<file path="src/ledsc_top_end.sv">
`default_nettype none
`default_nettype wire

</file>
<file path="src/ledsc_pkg.sv">
`default_nettype none
package ledsc_pkg;
  // Display geometry and word layout.
  localparam int DIGITS = 8;
  localparam int DIG_AW = 3;
  localparam int WORD_W = 8;
  localparam int RAM_AW = 4;
  localparam int SEG_W = 7;

  // Field positions of the input byte.
  localparam int BIT_DP = 7;
  localparam int BIT_SEQ = 7;
  localparam int BIT_SCHEME = 6;
  localparam int BIT_TRANSLATE = 5;
  localparam int BIT_POWER = 4;
  localparam int BIT_BANK = 3;
  localparam int ADDR_MSB = 2;

  // Control register reset values.
  localparam logic RST_HEX = 1'b0;
  localparam logic RST_NODEC = 1'b0;
  localparam logic RST_POWER = 1'b1;
  localparam logic RST_BANKA = 1'b1;

  // Timing: clock, per-digit refresh rate and least inter-digit gap.
  localparam int CLK_HZ = 40_000_000;
  localparam int CLK_PERIOD_NS = 25;
  localparam int SCAN_HZ = 390;
  localparam int SLOT_CYCLES = CLK_HZ / (SCAN_HZ * DIGITS);
  localparam int BLANK_NS = 2000;
  localparam int BLANK_CYCLES = (BLANK_NS + CLK_PERIOD_NS - 1) / CLK_PERIOD_NS;
  localparam int CNT_W = 16;

  // Scan sequencer states.
  typedef enum logic [0:0] {
    SCAN_LIT = 1'b0,
    SCAN_GAP = 1'b1
  } ledsc_scan_t;

  // Three-level configuration pin as seen by the pad.
  typedef enum logic [1:0] {
    CFG_LOW = 2'b00,
    CFG_FLOAT = 2'b01,
    CFG_HIGH = 2'b10
  } ledsc_cfg_t;
endpackage
`default_nettype wire

</file>
<file path="src/ledsc_ram_if.sv">
`default_nettype none
interface ledsc_ram_if;
  import ledsc_pkg::*;
  logic wrEn;
  logic [RAM_AW-1:0] wrAddr;
  logic [WORD_W-1:0] wrData;
  logic [RAM_AW-1:0] rdAddr;
  logic [WORD_W-1:0] rdData;

  modport ctrl (output wrEn, output wrAddr, output wrData, output rdAddr,
                input rdData);
  modport mem (input wrEn, input wrAddr, input wrData, input rdAddr,
               output rdData);
endinterface
`default_nettype wire

</file>
<file path="src/ledsc_ram.sv">
`default_nettype none
module ledsc_ram (
  input wire logic ref_clk,
  ledsc_ram_if.mem ram
);
  import ledsc_pkg::*;

  logic [WORD_W-1:0] mem [2**RAM_AW];

  // Two banks of eight digit words; no reset, contents are software's.
  always_ff @(posedge ref_clk) begin
    if (ram.wrEn) begin
      mem[ram.wrAddr] <= ram.wrData;
    end
  end

  // Registered read port; a write to the same word shows one clock later.
  always_ff @(posedge ref_clk) begin
    ram.rdData <= mem[ram.rdAddr];
  end
endmodule
`default_nettype wire

</file>
<file path="src/ledsc_top.sv">
`default_nettype none
// Notes on behaviour
// - Mode high writes control, low writes RAM.
// - RAM write: line6 is bit7, line5 bit6.
// - RAM write: line7 is bit8, decimal point.
// - Control line6 high hex, low Code B.
// - Control line5 high raw segments, low decoded.
// - Control line7 high announces sequential data.
// - Byte captured on strobe rising edge.
// - Control line4 low shuts down and blanks.
// - No sequence: lines2..0 give single digit address.
// - Control line3 picks bank A high, B low; raw segment mode always uses bank A.
// - Each digit refreshed at 390 Hz.
// - At least 2 us blank between digits.
// - Random variant: three-level pin sets mode.
// - Separate outputs for segments and point.
module ledsc_top #(
  parameter bit RANDOM_ACCESS = 1'b0,
  parameter int SLOT_LEN = ledsc_pkg::SLOT_CYCLES,
  parameter int BLANK_LEN = ledsc_pkg::BLANK_CYCLES
) (
  input wire logic ref_clk,
  input wire logic rst_b,
  input wire logic [7:0] inLine,
  input wire logic modeSel,
  input wire logic writeStrobe,
  input wire logic [ledsc_pkg::DIG_AW-1:0] digitAddrIn,
  input wire ledsc_pkg::ledsc_cfg_t cfgLevel,
  output logic [ledsc_pkg::DIGITS-1:0] digitOut,
  output logic segmentOutA,
  output logic segmentOutB,
  output logic segmentOutC,
  output logic segmentOutD,
  output logic segmentOutE,
  output logic segmentOutF,
  output logic segmentOutG,
  output logic pointSegmentOut,
  output logic shutdownActive
);
  import ledsc_pkg::*;

  localparam int SYNC_W = 15;
  localparam logic [CNT_W-1:0] LIT_LAST = CNT_W'(SLOT_LEN - BLANK_LEN - 1);
  localparam logic [CNT_W-1:0] GAP_LAST = CNT_W'(BLANK_LEN - 1);

  // Code B glyphs: digits, dash, E, H, L, P, blank; order {a..g}.
  function automatic logic [SEG_W-1:0] codeBGlyph(input logic [3:0] n);
    case (n)
      4'h0: codeBGlyph = 7'h7e;
      4'h1: codeBGlyph = 7'h30;
      4'h2: codeBGlyph = 7'h6d;
      4'h3: codeBGlyph = 7'h79;
      4'h4: codeBGlyph = 7'h33;
      4'h5: codeBGlyph = 7'h5b;
      4'h6: codeBGlyph = 7'h5f;
      4'h7: codeBGlyph = 7'h70;
      4'h8: codeBGlyph = 7'h7f;
      4'h9: codeBGlyph = 7'h7b;
      4'ha: codeBGlyph = 7'h01;
      4'hb: codeBGlyph = 7'h4f;
      4'hc: codeBGlyph = 7'h37;
      4'hd: codeBGlyph = 7'h0e;
      4'he: codeBGlyph = 7'h67;
      default: codeBGlyph = 7'h00;
    endcase
  endfunction

  // Hexadecimal glyphs; 0-9 shared with Code B.
  function automatic logic [SEG_W-1:0] hexGlyph(input logic [3:0] n);
    case (n)
      4'ha: hexGlyph = 7'h77;
      4'hb: hexGlyph = 7'h1f;
      4'hc: hexGlyph = 7'h4e;
      4'hd: hexGlyph = 7'h3d;
      4'he: hexGlyph = 7'h4f;
      4'hf: hexGlyph = 7'h47;
      default: hexGlyph = codeBGlyph(n);
    endcase
  endfunction

  ledsc_ram_if ramBus ();

  ledsc_ram u_ram (
    .ref_clk(ref_clk),
    .ram(ramBus.mem)
  );

  logic [SYNC_W-1:0] syncA_q;
  logic [SYNC_W-1:0] syncB_q;
  logic [SYNC_W-1:0] prev_q;

  // Pins pass two flops; a third copy holds the sample before the edge.
  always_ff @(posedge ref_clk or negedge rst_b) begin
    if (!rst_b) begin
      syncA_q <= '0;
      syncB_q <= '0;
      prev_q <= '0;
    end else begin
      syncA_q <= {writeStrobe, modeSel, inLine, digitAddrIn, cfgLevel};
      syncB_q <= syncA_q;
      prev_q <= syncB_q;
    end
  end

  // Data and mode come from the sample taken while the strobe was still low,
  // so zero hold time at the pins is safe.
  logic strobeRise;
  logic modeHeld;
  logic [7:0] dataHeld;
  logic [DIG_AW-1:0] addrHeld;
  ledsc_cfg_t cfgNow;
  assign strobeRise = syncB_q[14] & ~prev_q[14];
  assign modeHeld = prev_q[13];
  assign dataHeld = prev_q[12:5];
  assign addrHeld = prev_q[4:2];
  assign cfgNow = ledsc_cfg_t'(syncB_q[1:0]);

  logic hex_q;
  logic noDec_q;
  logic powerOn_q;
  logic bankA_q;
  logic seqActive_q;
  logic [DIG_AW:0] seqCount_q;
  logic [DIG_AW-1:0] singleAddr_q;
  logic ctrlWrite;
  logic ramWrite;
  assign ctrlWrite = strobeRise & modeHeld & ~RANDOM_ACCESS;
  assign ramWrite = strobeRise & (~modeHeld | RANDOM_ACCESS);

  // Control register fields.
  always_ff @(posedge ref_clk or negedge rst_b) begin
    if (!rst_b) begin
      hex_q <= RST_HEX;
      noDec_q <= RST_NODEC;
      powerOn_q <= RST_POWER;
      bankA_q <= RST_BANKA;
      singleAddr_q <= '0;
    end else if (ctrlWrite) begin
      hex_q <= dataHeld[BIT_SCHEME];
      noDec_q <= dataHeld[BIT_TRANSLATE];
      powerOn_q <= dataHeld[BIT_POWER];
      bankA_q <= dataHeld[BIT_BANK];
      if (!dataHeld[BIT_SEQ]) begin
        singleAddr_q <= dataHeld[ADDR_MSB:0];
      end
    end
  end

  // Sequential loading: a control write restarts the count at digit zero.
  always_ff @(posedge ref_clk or negedge rst_b) begin
    if (!rst_b) begin
      seqActive_q <= 1'b0;
      seqCount_q <= '0;
    end else if (ctrlWrite) begin
      seqActive_q <= dataHeld[BIT_SEQ];
      seqCount_q <= '0;
    end else if (ramWrite && seqActive_q) begin
      seqCount_q <= seqCount_q + 1'b1;
      if (seqCount_q == (DIG_AW+1)'(DIGITS - 1)) begin
        seqActive_q <= 1'b0;
      end
    end
  end

  // Settings in force, either from the register or the three-level pin.
  logic effHex;
  logic effNoDec;
  logic effOn;
  logic bankSel;
  always_comb begin
    if (RANDOM_ACCESS) begin
      effHex = (cfgNow == CFG_HIGH);
      effNoDec = 1'b0;
      effOn = (cfgNow != CFG_LOW);
      bankSel = 1'b0;
    end else begin
      effHex = hex_q;
      effNoDec = noDec_q;
      effOn = powerOn_q;
      bankSel = noDec_q ? 1'b0 : ~bankA_q;
    end
  end

  // The byte maps straight into the word: line7 is the point, line6/5 the
  // top data bits, so no shuffling is needed.
  logic [DIG_AW-1:0] wrDigit;
  always_comb begin
    if (RANDOM_ACCESS) begin
      wrDigit = addrHeld;
    end else if (seqActive_q) begin
      wrDigit = seqCount_q[DIG_AW-1:0];
    end else begin
      wrDigit = singleAddr_q;
    end
  end
  assign ramBus.wrEn = ramWrite;
  assign ramBus.wrAddr = {bankSel, wrDigit};
  assign ramBus.wrData = dataHeld;

  ledsc_scan_t state_q;
  logic [CNT_W-1:0] cnt_q;
  logic [DIG_AW-1:0] digit_q;
  logic [DIG_AW-1:0] nextDigit;
  assign nextDigit = digit_q + 1'b1;
  assign ramBus.rdAddr = {bankSel, nextDigit};

  // Scan sequencer: lit slot then a blank gap; the gap keeps drives apart.
  always_ff @(posedge ref_clk or negedge rst_b) begin
    if (!rst_b) begin
      state_q <= SCAN_GAP;
      cnt_q <= '0;
      digit_q <= '1;
    end else if (!effOn) begin
      state_q <= SCAN_GAP;
      cnt_q <= '0;
    end else begin
      case (state_q)
        SCAN_LIT: begin
          if (cnt_q == LIT_LAST) begin
            state_q <= SCAN_GAP;
            cnt_q <= '0;
          end else begin
            cnt_q <= cnt_q + 1'b1;
          end
        end
        SCAN_GAP: begin
          if (cnt_q == GAP_LAST) begin
            state_q <= SCAN_LIT;
            cnt_q <= '0;
            digit_q <= nextDigit;
          end else begin
            cnt_q <= cnt_q + 1'b1;
          end
        end
        default: begin
          state_q <= SCAN_GAP;
          cnt_q <= '0;
        end
      endcase
    end
  end

  // Decoded or raw image of the word for the coming digit.
  logic [SEG_W-1:0] segNext;
  always_comb begin
    if (effNoDec) begin
      segNext = ramBus.rdData[SEG_W-1:0];
    end else if (effHex) begin
      segNext = hexGlyph(ramBus.rdData[3:0]);
    end else begin
      segNext = codeBGlyph(ramBus.rdData[3:0]);
    end
  end

  logic gapEnd;
  assign gapEnd = effOn && state_q == SCAN_GAP && cnt_q == GAP_LAST;

  // Output drives; segments change only in shutdown or on the edge that lights a digit.
  always_ff @(posedge ref_clk or negedge rst_b) begin
    if (!rst_b) begin
      digitOut <= '0;
      {segmentOutA, segmentOutB, segmentOutC, segmentOutD} <= 4'h0;
      {segmentOutE, segmentOutF, segmentOutG, pointSegmentOut} <= 4'h0;
      shutdownActive <= 1'b0;
    end else begin
      shutdownActive <= ~effOn;
      if (!effOn || (state_q == SCAN_LIT && cnt_q == LIT_LAST)) begin
        digitOut <= '0;
        if (!effOn) begin
          {segmentOutA, segmentOutB, segmentOutC, segmentOutD} <= 4'h0;
          {segmentOutE, segmentOutF, segmentOutG, pointSegmentOut} <= 4'h0;
        end
      end else if (gapEnd) begin
        digitOut <= DIGITS'(1) << nextDigit;
        {segmentOutA, segmentOutB, segmentOutC, segmentOutD,
         segmentOutE, segmentOutF, segmentOutG} <= segNext;
        pointSegmentOut <= ramBus.rdData[BIT_DP];
      end
    end
  end
endmodule
`default_nettype wire

</file>
<file path="config.mk">
export PLATFORM = sky130hd
export DESIGN_NAME = ledsc_top
export DESIGN_NICKNAME = d
export VERILOG_FILES = /design/src/ledsc_top_end.sv /design/src/ledsc_pkg.sv /design/src/ledsc_ram_if.sv /design/src/ledsc_ram.sv /design/src/ledsc_top.sv
export SDC_FILE = /design/constraint.sdc
export NUM_CORES = 1
export LEC_CHECK = 0
export ABC_AREA = 1
export BUFFER_PORTS_ARGS = -buffer_cell sky130_fd_sc_hd__buf_4
export CAP_MARGIN = 10
export CORE_UTILIZATION = 35
export CTS_CLUSTER_DIAMETER = 40
export CTS_CLUSTER_SIZE = 12
export DETAILED_ROUTE_END_ITERATION = 10
export PLACE_DENSITY_LB_ADDON = 0.05
export SLEW_MARGIN = 10
export SYNTH_ARGS = -nofsm -noshare
export SYNTH_HDL_FRONTEND = slang
export SYNTH_SLANG_ARGS = --single-unit
</file>
<file path="constraint.sdc">
create_clock -name ref_clk -period 2.1 [get_ports ref_clk]
set_input_delay 0.42 -clock ref_clk [delete_from_list [all_inputs] [get_ports ref_clk]]
set_output_delay 0.42 -clock ref_clk [all_outputs]
set_load 0.05 [all_outputs]
</file>
### After elaboration in Yosys (flattened, before gate mapping)

Memories as Yosys holds them, arrays and structs flattened. A register that Yosys moved wholly into a read port is not among the register bits.
Cells that the tools add are included.
Widths: inputs -> output; s select.

* register bits: 94
* RAM bits: 128
* ROM bits: 224
* input port bits: 17
* output and inout bits: 17
* word-level logic and storage cells: 101
* memories: 3

Memory list
* u_ram.mem: depth 16, bits a word 8, read ports 1, clocked after memory_dff 1, write ports 1, RTL line ledsc_ram.sv:8 `logic [WORD_W-1:0] mem [2**RAM_AW];`
* (no name shown): depth 16, bits a word 7, read ports 1, clocked after memory_dff 0, write ports 0, RTL line ledsc_top.sv:48 `case (n)`
* (no name shown): depth 16, bits a word 7, read ports 1, clocked after memory_dff 0, write ports 0, RTL line ledsc_top.sv:48

* add/subtract/negate cells: 3
* equal/unequal tests: 10
* shifts and indexed selects: 1
* multiplexer cells: 39
* bitwise operators: 9
* reduce and logical (&&, ||, !) cells: 13

Operators by type and width (count)
* $mux 16: 3
* $pmux 7 s6: 1
* $pmux 16 s2: 1
* $mux 1: 26
* $eq 4x4->1 const B: 6
* $add 16x1->16 const B: 1
* $eq 16x14->1 const B: 1
* $eq 16x7->1 const B: 1
* $mux 8: 2
* $mux 7: 2
* $mux 4: 2
* $shl 1x3->8 const A: 1
* $not 1->1: 6
* $reduce_and 2->1: 3
* $reduce_bool 2->1: 3
* $add 4x1->4 const B: 1
* $eq 4x3->1 const B: 1
* $logic_and 1x1->1: 4
* $add 3x1->3 const B: 1
* $and 1x1->1: 3
* $mux 3: 1
* $reduce_and 3->1: 1
* $ne 2x2->1 const B: 1
* $pmux 1 s2: 1
* other kinds (2): 2

### Depth between registers and ports, before layout

Gate-level depths: netlist of run 1.

* word-level depth: 6
* mapped depth: 12
* gate-level depth less buffers: 10

### Modules after synthesis

From an unflattened synthesis of run 1, not the netlist that was laid out.

* cells, all modules: 980
* area, all modules: 9506.6 um2

By module, submodules not included
* ledsc_ram: instances 1, cells each 551, area an instance 5766.8 um2, seq. area each 4003.8 um2
* ledsc_top: instances 1, cells each 429, area an instance 3739.8 um2, seq. area each 1984.4 um2

### Worst setup path after synthesis of run 1

No wires, ideal clock.

* kind: register to register
* start point: register digit_q[0]
* end point: register u_ram.ram.rdData[6], read port of u_ram.mem
* setup time: 0.114 ns
* arrival: 2.094 ns
* required time: 1.986 ns
* slack: -0.108 ns
* stages on the path, launching flop included: 13
* clock period less this slack: 2.208 ns
* cells stage by stage: dfstp_2 -> buf_4 -> inv_2 -> buf_6 -> buf_4 -> ha_1 -> buf_2 -> clkbuf_1 -> nor2_1 -> o21ai_0 -> o211ai_1 -> nand3_1 -> nand2_1

* cells in the longest elaborated chain, start to end: 1

Ends and longest elaborated chain
* from (decl): RTL line ledsc_top.sv:202 `logic [DIG_AW-1:0] digit_q;`
* from (signal assigned): RTL line ledsc_top.sv:230 `digit_q <= nextDigit;`
* $add 3x1->3: RTL line ledsc_top.sv:204 `assign nextDigit = digit_q + 1'b1;`
* via nextDigit[0]: RTL line ledsc_top.sv:203 `logic [DIG_AW-1:0] nextDigit;`
* to (decl): RTL line ledsc_ram_if.sv:13 `output rdData);`

The timed path passes the listed nets, and every way through them passes these cells.
A chain may end at the register's enable or synchronous reset.

### Worst setup path after layout of run 1

* start point: register digit_q[0]
* end point: register u_ram.ram.rdData[2], read port of u_ram.mem

The elaborated chain is that of the path after synthesis.

==> results of run 1 <==
## power by group through the flow
stage | clock network [W] | logic (W) | registers [W]
floorplan | 0 | 0.000411 | 0.00479
global placement | 0 | 0.000618 | 0.00484
detailed placement | 0 | 0.000628 | 0.00484
CTS | 0.00593 | 0.000633 | 0.00477
global route | 0.00612 | 0.000722 | 0.00478
finish | 0.00579 | 0.000625 | 0.00476
## synth_stat cells (6+ instances only)
| cell | instances | share of area, % |
|---|---|---|
| ha_1 | 14 | 2.0 |
| nand2_1 | 135 | 5.7 |
| o21ai_0 | 81 | 4.5 |
| nor2_1 | 168 | 7.0 |
| dfrtp_1 | 73 | 20 |
| dfxtp_1 | 8 | 1.8 |
| edfxtp_1 | 128 | 43 |
| clkbuf_1 | 10 | 0.42 |
| dfstp_2 | 6 | 1.8 |
| buf_2 | 10 | 0.56 |
| nand3_1 | 58 | 3.2 |
| inv_1 | 31 | 1.3 |
| o211ai_1 | 33 | 2.8 |
## stage by stage
stage	hold WS, ns	utilization [%]	instance area, um2
floorplan	0.124	-	8970
global placement	0.335	38.6	9730
detailed placement	0.335	38.6	9730
CTS	0.00104	43.6	11000
global route	0.00147	43.8	11000
finish	0.0195	43.8	11000
## critical path: cells and delay by family, from the launching register on
family	cells	cell delay [ns]
buffers and inverters	3	0.39
adder cells (fa/ha/maj)	1	0.31
flip-flops	1	0.57
AND/OR/NAND/NOR	2	0.24
AO/OA/AOI/OAI	2	0.43
## per-layer routing
layer  up-vias  routed length, um  track usage [%]
li1       2970                  -                -
met1      3008               9380             21.4
met2       122               9990             27.9
met3        42                826             2.86
met4         0                519             5.96
met5         -                  0                0
## cells by family after synthesis
group                    count (synthesis)  share of synthesized area (%)
AO/OA/AOI/OAI                          127                           8.11
XOR/XNOR                                 9                           1.09
adder cells (fa/ha/maj)                 14                           1.95
buffers and inverters                   67                           3.52
flip-flops                             215                           66.8
multiplexers                             3                          0.377
AND/OR/NAND/NOR                        383                           18.2
## flip-flops by register name (all words and copies together), names as in the netlist, 3 cells and up
register and flops:
u_ram.mem 128, cnt_q 16, prev_q 10, syncA_q 10, syncB_q 10, digitOut 8
u_ram.ram.rdData 8, seqCount_q 4, digit_q 3, singleAddr_q 3
## repair_timing
item                                    in CTS  in global routing
gates resized for setup                      0                  5
hold endpoints to repair                    22                  2
endpoints found under the setup margin       0                 10
hold buffers                                 2                  2
## cell type report
type / instances / area (um2)
inverter: 38 / 148
fill: 2402 / 14100
clock inverter: 23 / 199
multi-input combinational: 536 / 2680
tap: 330 / 413
clock buffer: 46 / 1020
timing repair buffer: 64 / 587
sequential: 215 / 5990
## path summary, 6_finish.rpt
check | end | slack (ns) | cells after the start | startpoint
max reg2reg | u_ram.ram.rdData[2] | 0.09 | 8 | digit_q[0]
min reg2reg | prev_q[12] | 0.34 | 0 | syncB_q[12]
min in group asynchronous | segmentOutF | 0.39 | 2 | rst_b
max in group asynchronous | state_q | 1.11 | 3 | rst_b
min | syncA_q[10] | 0.02 | 1 | inLine[5]
max | u_ram.ram.rdData[2] | 0.09 | 8 | digit_q[0]
==> results.txt, run 1 <==
Status: completed
Pre-antenna DRT Iters: 5
Post-route insts no fill: 1252
Combinational Power Share: 5.6%
Dpl ws: 0.0934 ns
GR Util All Layers: 16.5%
Cell mode on critical path: buf_12
Fin crit share: 95.7%
Slew @ Worst Pin: 0.723 ns
Total power: 0.0112 W
Power share of the sequential group: 42.6%
Clk buf depth: 3
Die X: 162 um
DIE AREA: 26300 um2
Crit path max fanout: 19
Clock Tree Root: clkbuf_16
# diodes: 0
CP cell instances: inv_2, ha_4, buf_12, buf_12, o21ai_0, o211ai_1, nand3_1, nand2_1
Pint: 0.00857 W
Routed wire length: 20700 um
Asr flop ratio synth: 36.7%
Nets: 924
Syn_nets: 849
Synth cell types: 39
Minimum clock period: 2.01 ns
Cell Rows: 58
Final Hold Viols: 0
Number of warnings issued by yosys: 0
Post-CTS Setup Bufs: 0
Max_slew headroom: 51.8%
Worst Setup End Kind: flip-flop
Share of cells above drive strength 1: 16.6%
Peak supply drop: 0.654 mV
Mapped Area: 8970 um2
H-tree depth: 2
DR vias/cell: 4.91
DRC Markers: 0
Synth Register Bits: 215
Worst EP arrival: 2.45 ns
Syn Inst Count: 818
HPWL after DPL: 13200 um
Setup CP Type: flip-flop to flip-flop
Placed Cells: 1178
Clock skew: 0.0234 ns
Core Area: 25200 um2
Final setup margin: 0.0900 ns
Initial antenna violation count: 0
Slew Viols, Final: 0
DIE HEIGHT: 162 um
Detail Route Antenna Nets: 0
Drt wl/cell: 16.5 um
GPL Wtd Cong: 0.884
Count of input and output buffers: 28
Largest net degree at the start of global routing: 67
Leakage: 4.38 nW
Total negative slack: 0 ns
Finish-stage setup viols: 0
Number of global-route vias before repair: 6161
Remaining global-route overflow: 0
Syn avg cell area: 11.0 um2
First-pass GRT wire length: 33300 um
Most frequent cells in the layout: 168 x nor2_1, 135 x nand2_1, 128 x edfxtp_1
CTS tree: yes
Max Cap Violations: 0
PwrDens: 1010 nW/um2
CTS clk-pin slew, worst paths: 0.05 ns
Initial Utilization: 35.6%
Clk_lat worst skew: 0.51 ns
Total CTS buffers: 38
Vias post-DR: 6142
Required @ worst endpoint: 2.54 ns
I/O Pins: 34
Crit-path slowest cell: dfstp_2
Sequential fraction of the synthesis area: 66.8%
CTS sink count: 215
Iter 0 DRT Violations: 469
Maximum clock rate: 498 MHz
Clock power share: 51.8%
Area delta synth->final: 23.1%
Number of synthesized flops with an enable pin: 128
Most common cell after layout, fill and taps aside: nor2_1
NetSw: 0.00260 W
RSZ-0062 raised after global routing: no
CP startpoint kind: flip-flop
Main flop type after synthesis: edfxtp_1
Sw Ratio: 23.3%
Worst hold-check path type: input port to flip-flop
CP max stage delay: 0.57 ns
Note: power is estimated with default switching activity, not from simulation.
==> run 2, diff against run 1 <==
- SYNTH_HIERARCHICAL: not set -> 1
==> run 2 against run 1 <==
  * Flip-flop and latch count unchanged
  * Die area increased by 6.0%
  * Highest routed layer unchanged
  * Design area increased by 4.6%
  * Sequential share of layout area decreased by 2.4 points
  * Total power increased by 1.3%
  * Clock skew decreased by 0.0021 ns
  * Final cell count increased by 13%
  * Sequential power increased by 0.8%
  * Fmax increased by 7.5%
  * Largest cell class unchanged
  * Area after synthesis increased by 6.0%
==> results.txt, run 2 <==
Levels on crit path: 5
CTS sink count: 215
Top-count cell post-synth: nand2_1
Fill count: 2497
Clock power share: 51.5%
Syn_nets: 1011
Crit path max-delay family: compound AO/OA/AOI/OAI gates
Critical R2R Launch: seqActive_q
I/O Pins: 34
Cell Rows: 59
DRC Markers: 0
Routed wire length: 22200 um
Synth cell types: 37
Sw Ratio: 23.0%
Clk_lat worst skew: 0.51 ns
GR Util All Layers: 16.8%
Mapped Area: 9510 um2
Final Hold Viols: 0
Pint: 0.00872 W
H-tree depth: 2
Synth Area in Compound Gates: 1.86%
Simple-gate share of the synthesized area: 24.1%
CTS tree: yes
NetSw: 0.00261 W
Largest net degree at the start of global routing: 66
Max Cap Violations: 0
Iter 0 DRT Violations: 373
Required @ worst endpoint: 2.29 ns
Clk buf depth: 3
Vias post-DR: 6427
Reg-to-reg setup timing slack: 0.23 ns
Crit path launch: seqActive_q
Count of input and output buffers: 28
Total CTS buffers: 36
DR vias/cell: 4.53
Worst R2R Path Depth: 5
Post-synthesis xor/xnor area fraction: 0.921%
CP startpoint kind: flip-flop
Final Util: 43.8%
Leakage: 5.22 nW
Largest family of logic cells by synthesized area: simple AND/OR/NAND/NOR gates
CTS clk-pin slew, worst paths: 0.05 ns
Syn avg cell area: 9.70 um2
Combinational Power Share: 6.1%
Synth area leaders: edfxtp_1 40%, dfrtp_1 19%, nand2_1 11%
Clock Tree Root: clkbuf_16
Asr flop ratio synth: 36.7%
Most flop-heavy register: u_ram/mem
Main flop type after synthesis: edfxtp_1
Number of global-route vias before repair: 6289
Fin crit share: 89.0%
Share of cells above drive strength 1: 13.8%
Most common cell after layout, fill and taps aside: nand2_1
Slew Viols, Final: 0
Detail Route Antenna Nets: 0
Pre-antenna DRT Iters: 4
Crit-path slowest cell: o21ai_0
Core Area: 26400 um2
Worst hold-check path type: input port to flip-flop
Setup CP Type: flip-flop to flip-flop
CP max stage delay: 0.49 ns
Maximum clock rate: 535 MHz
Post-Synth Adder-Cell Area: 1.84%
Area delta synth->final: 21.4%
Post-CTS Setup Bufs: 0
Most frequent cells in the layout: 275 x nand2_1, 151 x nand3_1, 136 x inv_1
Hold slack: 0.0256 ns
Power share of the sequential group: 42.4%
Minimum clock period: 1.87 ns
Crit path max fanout: 8
Largest register FFs: 128
Mux share of post-synthesis cell area: 0.355%
Clock skew: 0.0213 ns
HPWL after DPL: 13700 um
Syn Inst Count: 980
PwrDens: 981 nW/um2
Die X: 167 um
Largest registers: u_ram/mem: 128 flops, cnt_q: 16 flops
Finish-stage setup viols: 0
Initial Utilization: 36.1%
Worst EP arrival: 2.06 ns
Top-area cell type share of the netlist area: 40.4%
RSZ-0062 raised after global routing: no
FF-to-FF End: u_ram/mem[7][4]
# diodes: 0
Status: completed
Number of synthesized flops with an enable pin: 128
Drt wl/cell: 15.6 um
CP bufs+invs: 2
Nets: 1087
Synth Register Bits: 215
First-pass GRT wire length: 36000 um
Total negative slack: 0 ns
CP cell instances: inv_1, o21ai_0, nand3b_1, nor2_1, buf_4
Initial antenna violation count: 0
GPL Wtd Cong: 0.808
Peak supply drop: 0.716 mV
DIE AREA: 27800 um2
Worst Hold Launch: inLine[3]
Area leader, netlist: edfxtp_1
Slew @ Worst Pin: 0.809 ns
Worst Setup End Kind: flip-flop
Max_slew headroom: 46.1%
Synth top cells by count: 275 x nand2_1, 151 x nand3_1, 137 x inv_1
Remaining global-route overflow: 0
DIE HEIGHT: 167 um
Setup crit end: u_ram/mem[7][4]
Number of warnings issued by yosys: 6
Sequential fraction of the synthesis area: 63.0%
run 2: power groups by stage:
stage	sequential (W)	combinational, W	clock, W
global placement	0.00488	0.000685	0
floorplan	0.00481	0.000457	0
global route	0.00482	0.000793	0.00619
CTS	0.00480	0.000699	0.00600
detailed placement	0.00488	0.000682	0
finish	0.00480	0.000688	0.00583
run 2: metrics by stage:
stage | instance area (um2) | setup WS [ns] | instances | total power, W
after floorplan | 9510 | 0.328 | 980 | 0.00526
after global placement | 10200 | 0.175 | 1343 | 0.00557
after detailed placement | 10200 | 0.196 | 1343 | 0.00556
after CTS | 11500 | 0.204 | 1419 | 0.0115
after global routing | 11500 | 0.0175 | 1419 | 0.0118
final | 11500 | 0.230 | 1419 | 0.0113
run 2: logic make-up after synthesis:
logic type / Yosys count
AO/OA/AOI/OAI: 33
XOR/XNOR: 10
adder cells (fa/ha/maj): 14
buffers and inverters: 176
flip-flops: 215
multiplexers: 3
AND/OR/NAND/NOR: 529
run 2: worst min path at each step:
stage,endpoint,slack [ns],depth (start not counted)
detailed placement,prev_q[10],0.33,0
CTS,syncA_q[8],0.003,1
floorplan,cnt_q[0],0.12,0
finish,syncA_q[8],0.03,1
global route,syncA_q[8],0.006,1
global placement,syncB_q[6],0.33,0
run 2: repair_timing:
| item | CTS | global route |
|---|---|---|
| hold buffers | 10 | 0 |
| endpoints found under the hold margin | 30 | 0 |
| gates resized for setup | 0 | 0 |
run 2: layout make-up:
class	instances	area (um2)	area share [%]
Timing Repair Buffer	69	606	5.25
Multi-Input combinational cell	589	2760	23.9
Tap cell	335	419	3.63
Sequential cell	215	5990	51.9
Clock inverter	20	194	1.68
Inverter	145	544	4.71
Clock buffer	46	1030	8.94
run 2: worst reg2reg max path: cells and delay by family (launching register included):
kind / cells / cell delay, ns
buffers and inverters: 2 / 0.30
DFF: 1 / 0.39
AOI/OAI and AO/OA: 1 / 0.49
and+or+nand+nor: 2 / 0.38
run 2: per-layer routing:
metal / GRT usage [%] / share of wire [%]
met5: 0 / 0
met4: 5.64 / 2.1
met3: 2.92 / 3.6
met2: 25.2 / 44
met1: 24.6 / 50
==> run 3, diff against run 2 <==
- HOLD_SLACK_MARGIN: not set -> 0.12
- PLACE_DENSITY_LB_ADDON: 0.05 -> not set
==> run 3 against run 2 <==
  * Flip-flop and latch count did not move
  * Via count up 3.6%
  * Global-route usage decreased by 1.5 points
  * Hold slack improved by 0.32 ns
  * Setup slack got worse by 0.050 ns
  * Design area down 0.95%
  * Register-to-register slack worse by 0.05 ns
  * Core utilization is 0.42 points lower
  * Critical path type unchanged
  * Critical endpoint is now u_ram/ram.rdData[0]
  * Largest power group unchanged
==> results.txt, run 3 (synthesis results as in run 2) <==
Clock Tree Root: clkbuf_16
PwrDens: 936 nW/um2
CTS sink count: 215
Max Cap Violations: 0
Crit path max-delay family: flip-flops
Peak supply drop: 0.655 mV
Slew @ Worst Pin: 0.743 ns
Minimum clock period: 1.92 ns
Largest registers: u_ram/mem: 128 flops, cnt_q: 16 flops
Worst EP arrival: 2.36 ns
Status: completed
I/O Pins: 34
Count of input and output buffers: 28
Initial Utilization: 36.1%
Pre-antenna DRT Iters: 5
Worst hold-check path type: flip-flop to flip-flop
Most flop-heavy register: u_ram/mem
CTS clk-pin slew, worst paths: 0.06 ns
CP startpoint kind: flip-flop
Largest net degree at the start of global routing: 65
Setup CP Type: flip-flop to flip-flop
Nets: 1088
RSZ-0062 raised after global routing: no
Total negative slack: 0 ns
GR Util All Layers: 15.4%
DIE HEIGHT: 167 um
CP max stage delay: 0.58 ns
Final setup margin: 0.180 ns
Max_slew headroom: 50.5%
Required @ worst endpoint: 2.54 ns
Die X: 167 um
Drt wl/cell: 14.5 um
Core Area: 26400 um2
Routed wire length: 20600 um
Final Hold Viols: 0
Fin crit share: 91.4%
# diodes: 0
Iter 0 DRT Violations: 403
Crit path max fanout: 33
H-tree depth: 2
Most frequent cells in the layout: 275 x nand2_1, 151 x nand3_1, 136 x inv_1
DIE AREA: 27800 um2
Dpl ws: 0.195 ns
Clock skew: 0.0217 ns
Post-DP Area: 10200 um2
Clk buf depth: 3
HPWL after DPL: 12800 um
Remaining global-route overflow: 0
Worst Setup End Kind: flip-flop
Total CTS buffers: 34
Largest register FFs: 128
Maximum clock rate: 521 MHz
Slew Viols, Final: 0
GPL Wtd Cong: 0.835
Finish-stage setup viols: 0
DR vias/cell: 4.70
Leakage: 5.17 nW
Design area: 11400 um2
Clk_lat worst skew: 0.49 ns
Number of global-route vias before repair: 6530
Vias post-DR: 6661
CTS tree: yes
CP cell instances: inv_2, ha_1, buf_4, nand2_1, nand3_1, nand3_1, nand2_1
Detail Route Antenna Nets: 0
Initial antenna violation count: 0
Area delta synth->final: 20.3%
DRC Markers: 0
CP bufs+invs: 2
Share of cells above drive strength 1: 14.1%
First-pass GRT wire length: 33600 um
Crit-path slowest cell: dfstp_2
Most common cell after layout, fill and taps aside: nand2_1
Cell Rows: 59
-- run 3: cell count changes in the layout (fill, tap and decap cells not counted), moves of 2 or more --
cell | previous run | this run
clkbuf_16 | 39 | 35
inv_6 | 0 | 9
clkbuf_8 | 3 | 1
inv_4 | 3 | 1
clkbuf_1 | 4 | 2
bufinv_16 | 3 | 1
clkinv_1 | 6 | 2
-- run 3: metal layers --
layer	GRT usage (%)	part of all wire, %
met3	2.71	4.6
met4	4.83	2.0
met2	25.7	48
met1	20.3	45
met5	0	0
-- run 3: worst reg2reg max path, cell delays in order, from the launching register on --
cell	delay [ns]
dfstp_2	0.58
inv_2	0.09
ha_1	0.32
buf_4	0.37
nand2_1	0.12
nand3_1	0.11
nand3_1	0.16
nand2_1	0.12
-- run 3: path summary, 6_finish.rpt --
| kind | start | endpoint | slack [ns] | cells after the start |
|---|---|---|---|---|
| worst min register to register | syncA_q[5] | syncB_q[5] | 0.34 | 0 |
| worst max register to register | digit_q[0] | u_ram/ram.rdData[0] | 0.18 | 7 |
| max in group asynchronous | rst_b | state_q | 1.16 | 3 |
| worst min-delay path | syncA_q[5] | syncB_q[5] | 0.34 | 0 |
| worst max-delay path | digit_q[0] | u_ram/ram.rdData[0] | 0.18 | 7 |
| min in group asynchronous | rst_b | segmentOutF | 0.37 | 2 |
-- run 3: where the power goes --
group / switching [W] / total [W] / internal, W
logic: 0.000451 / 0.000682 / 0.000231
clock network: 0.00198 / 0.00523 / 0.00325
registers: 0.000154 / 0.00479 / 0.00464
total: 0.00258 / 0.0107 / 0.00812
-- run 3: timing repair --
item,4_1_cts,5_1_grt
resized for setup,0,0
hold endpoints to repair,30,0
setup buffers,0,0
hold buffers,11,0
-- run 3: per-stage QoR --
stage / instances / util [%] / power (W) / hold slack, ns
after global routing: 1416 / 43.4 / 0.0111 / 0.353
after floorplan: 980 / - / 0.00526 / 0.124
after CTS: 1416 / 43.4 / 0.0108 / 0.347
after global placement: 1345 / 38.9 / 0.00552 / 0.330
final: 1416 / 43.4 / 0.0107 / 0.343
after detailed placement: 1345 / 38.9 / 0.00554 / 0.333
-- run 3: cell type report --
class / count / area, um2
Tap cell: 335 / 419
Clock inverter: 22 / 181
Inverter: 145 / 544
Fill cell: 2475 / 14900
Clock buffer: 38 / 897
Sequential cell: 215 / 5990
Multi-Input combinational cell: 589 / 2760
Timing Repair Buffer: 72 / 643
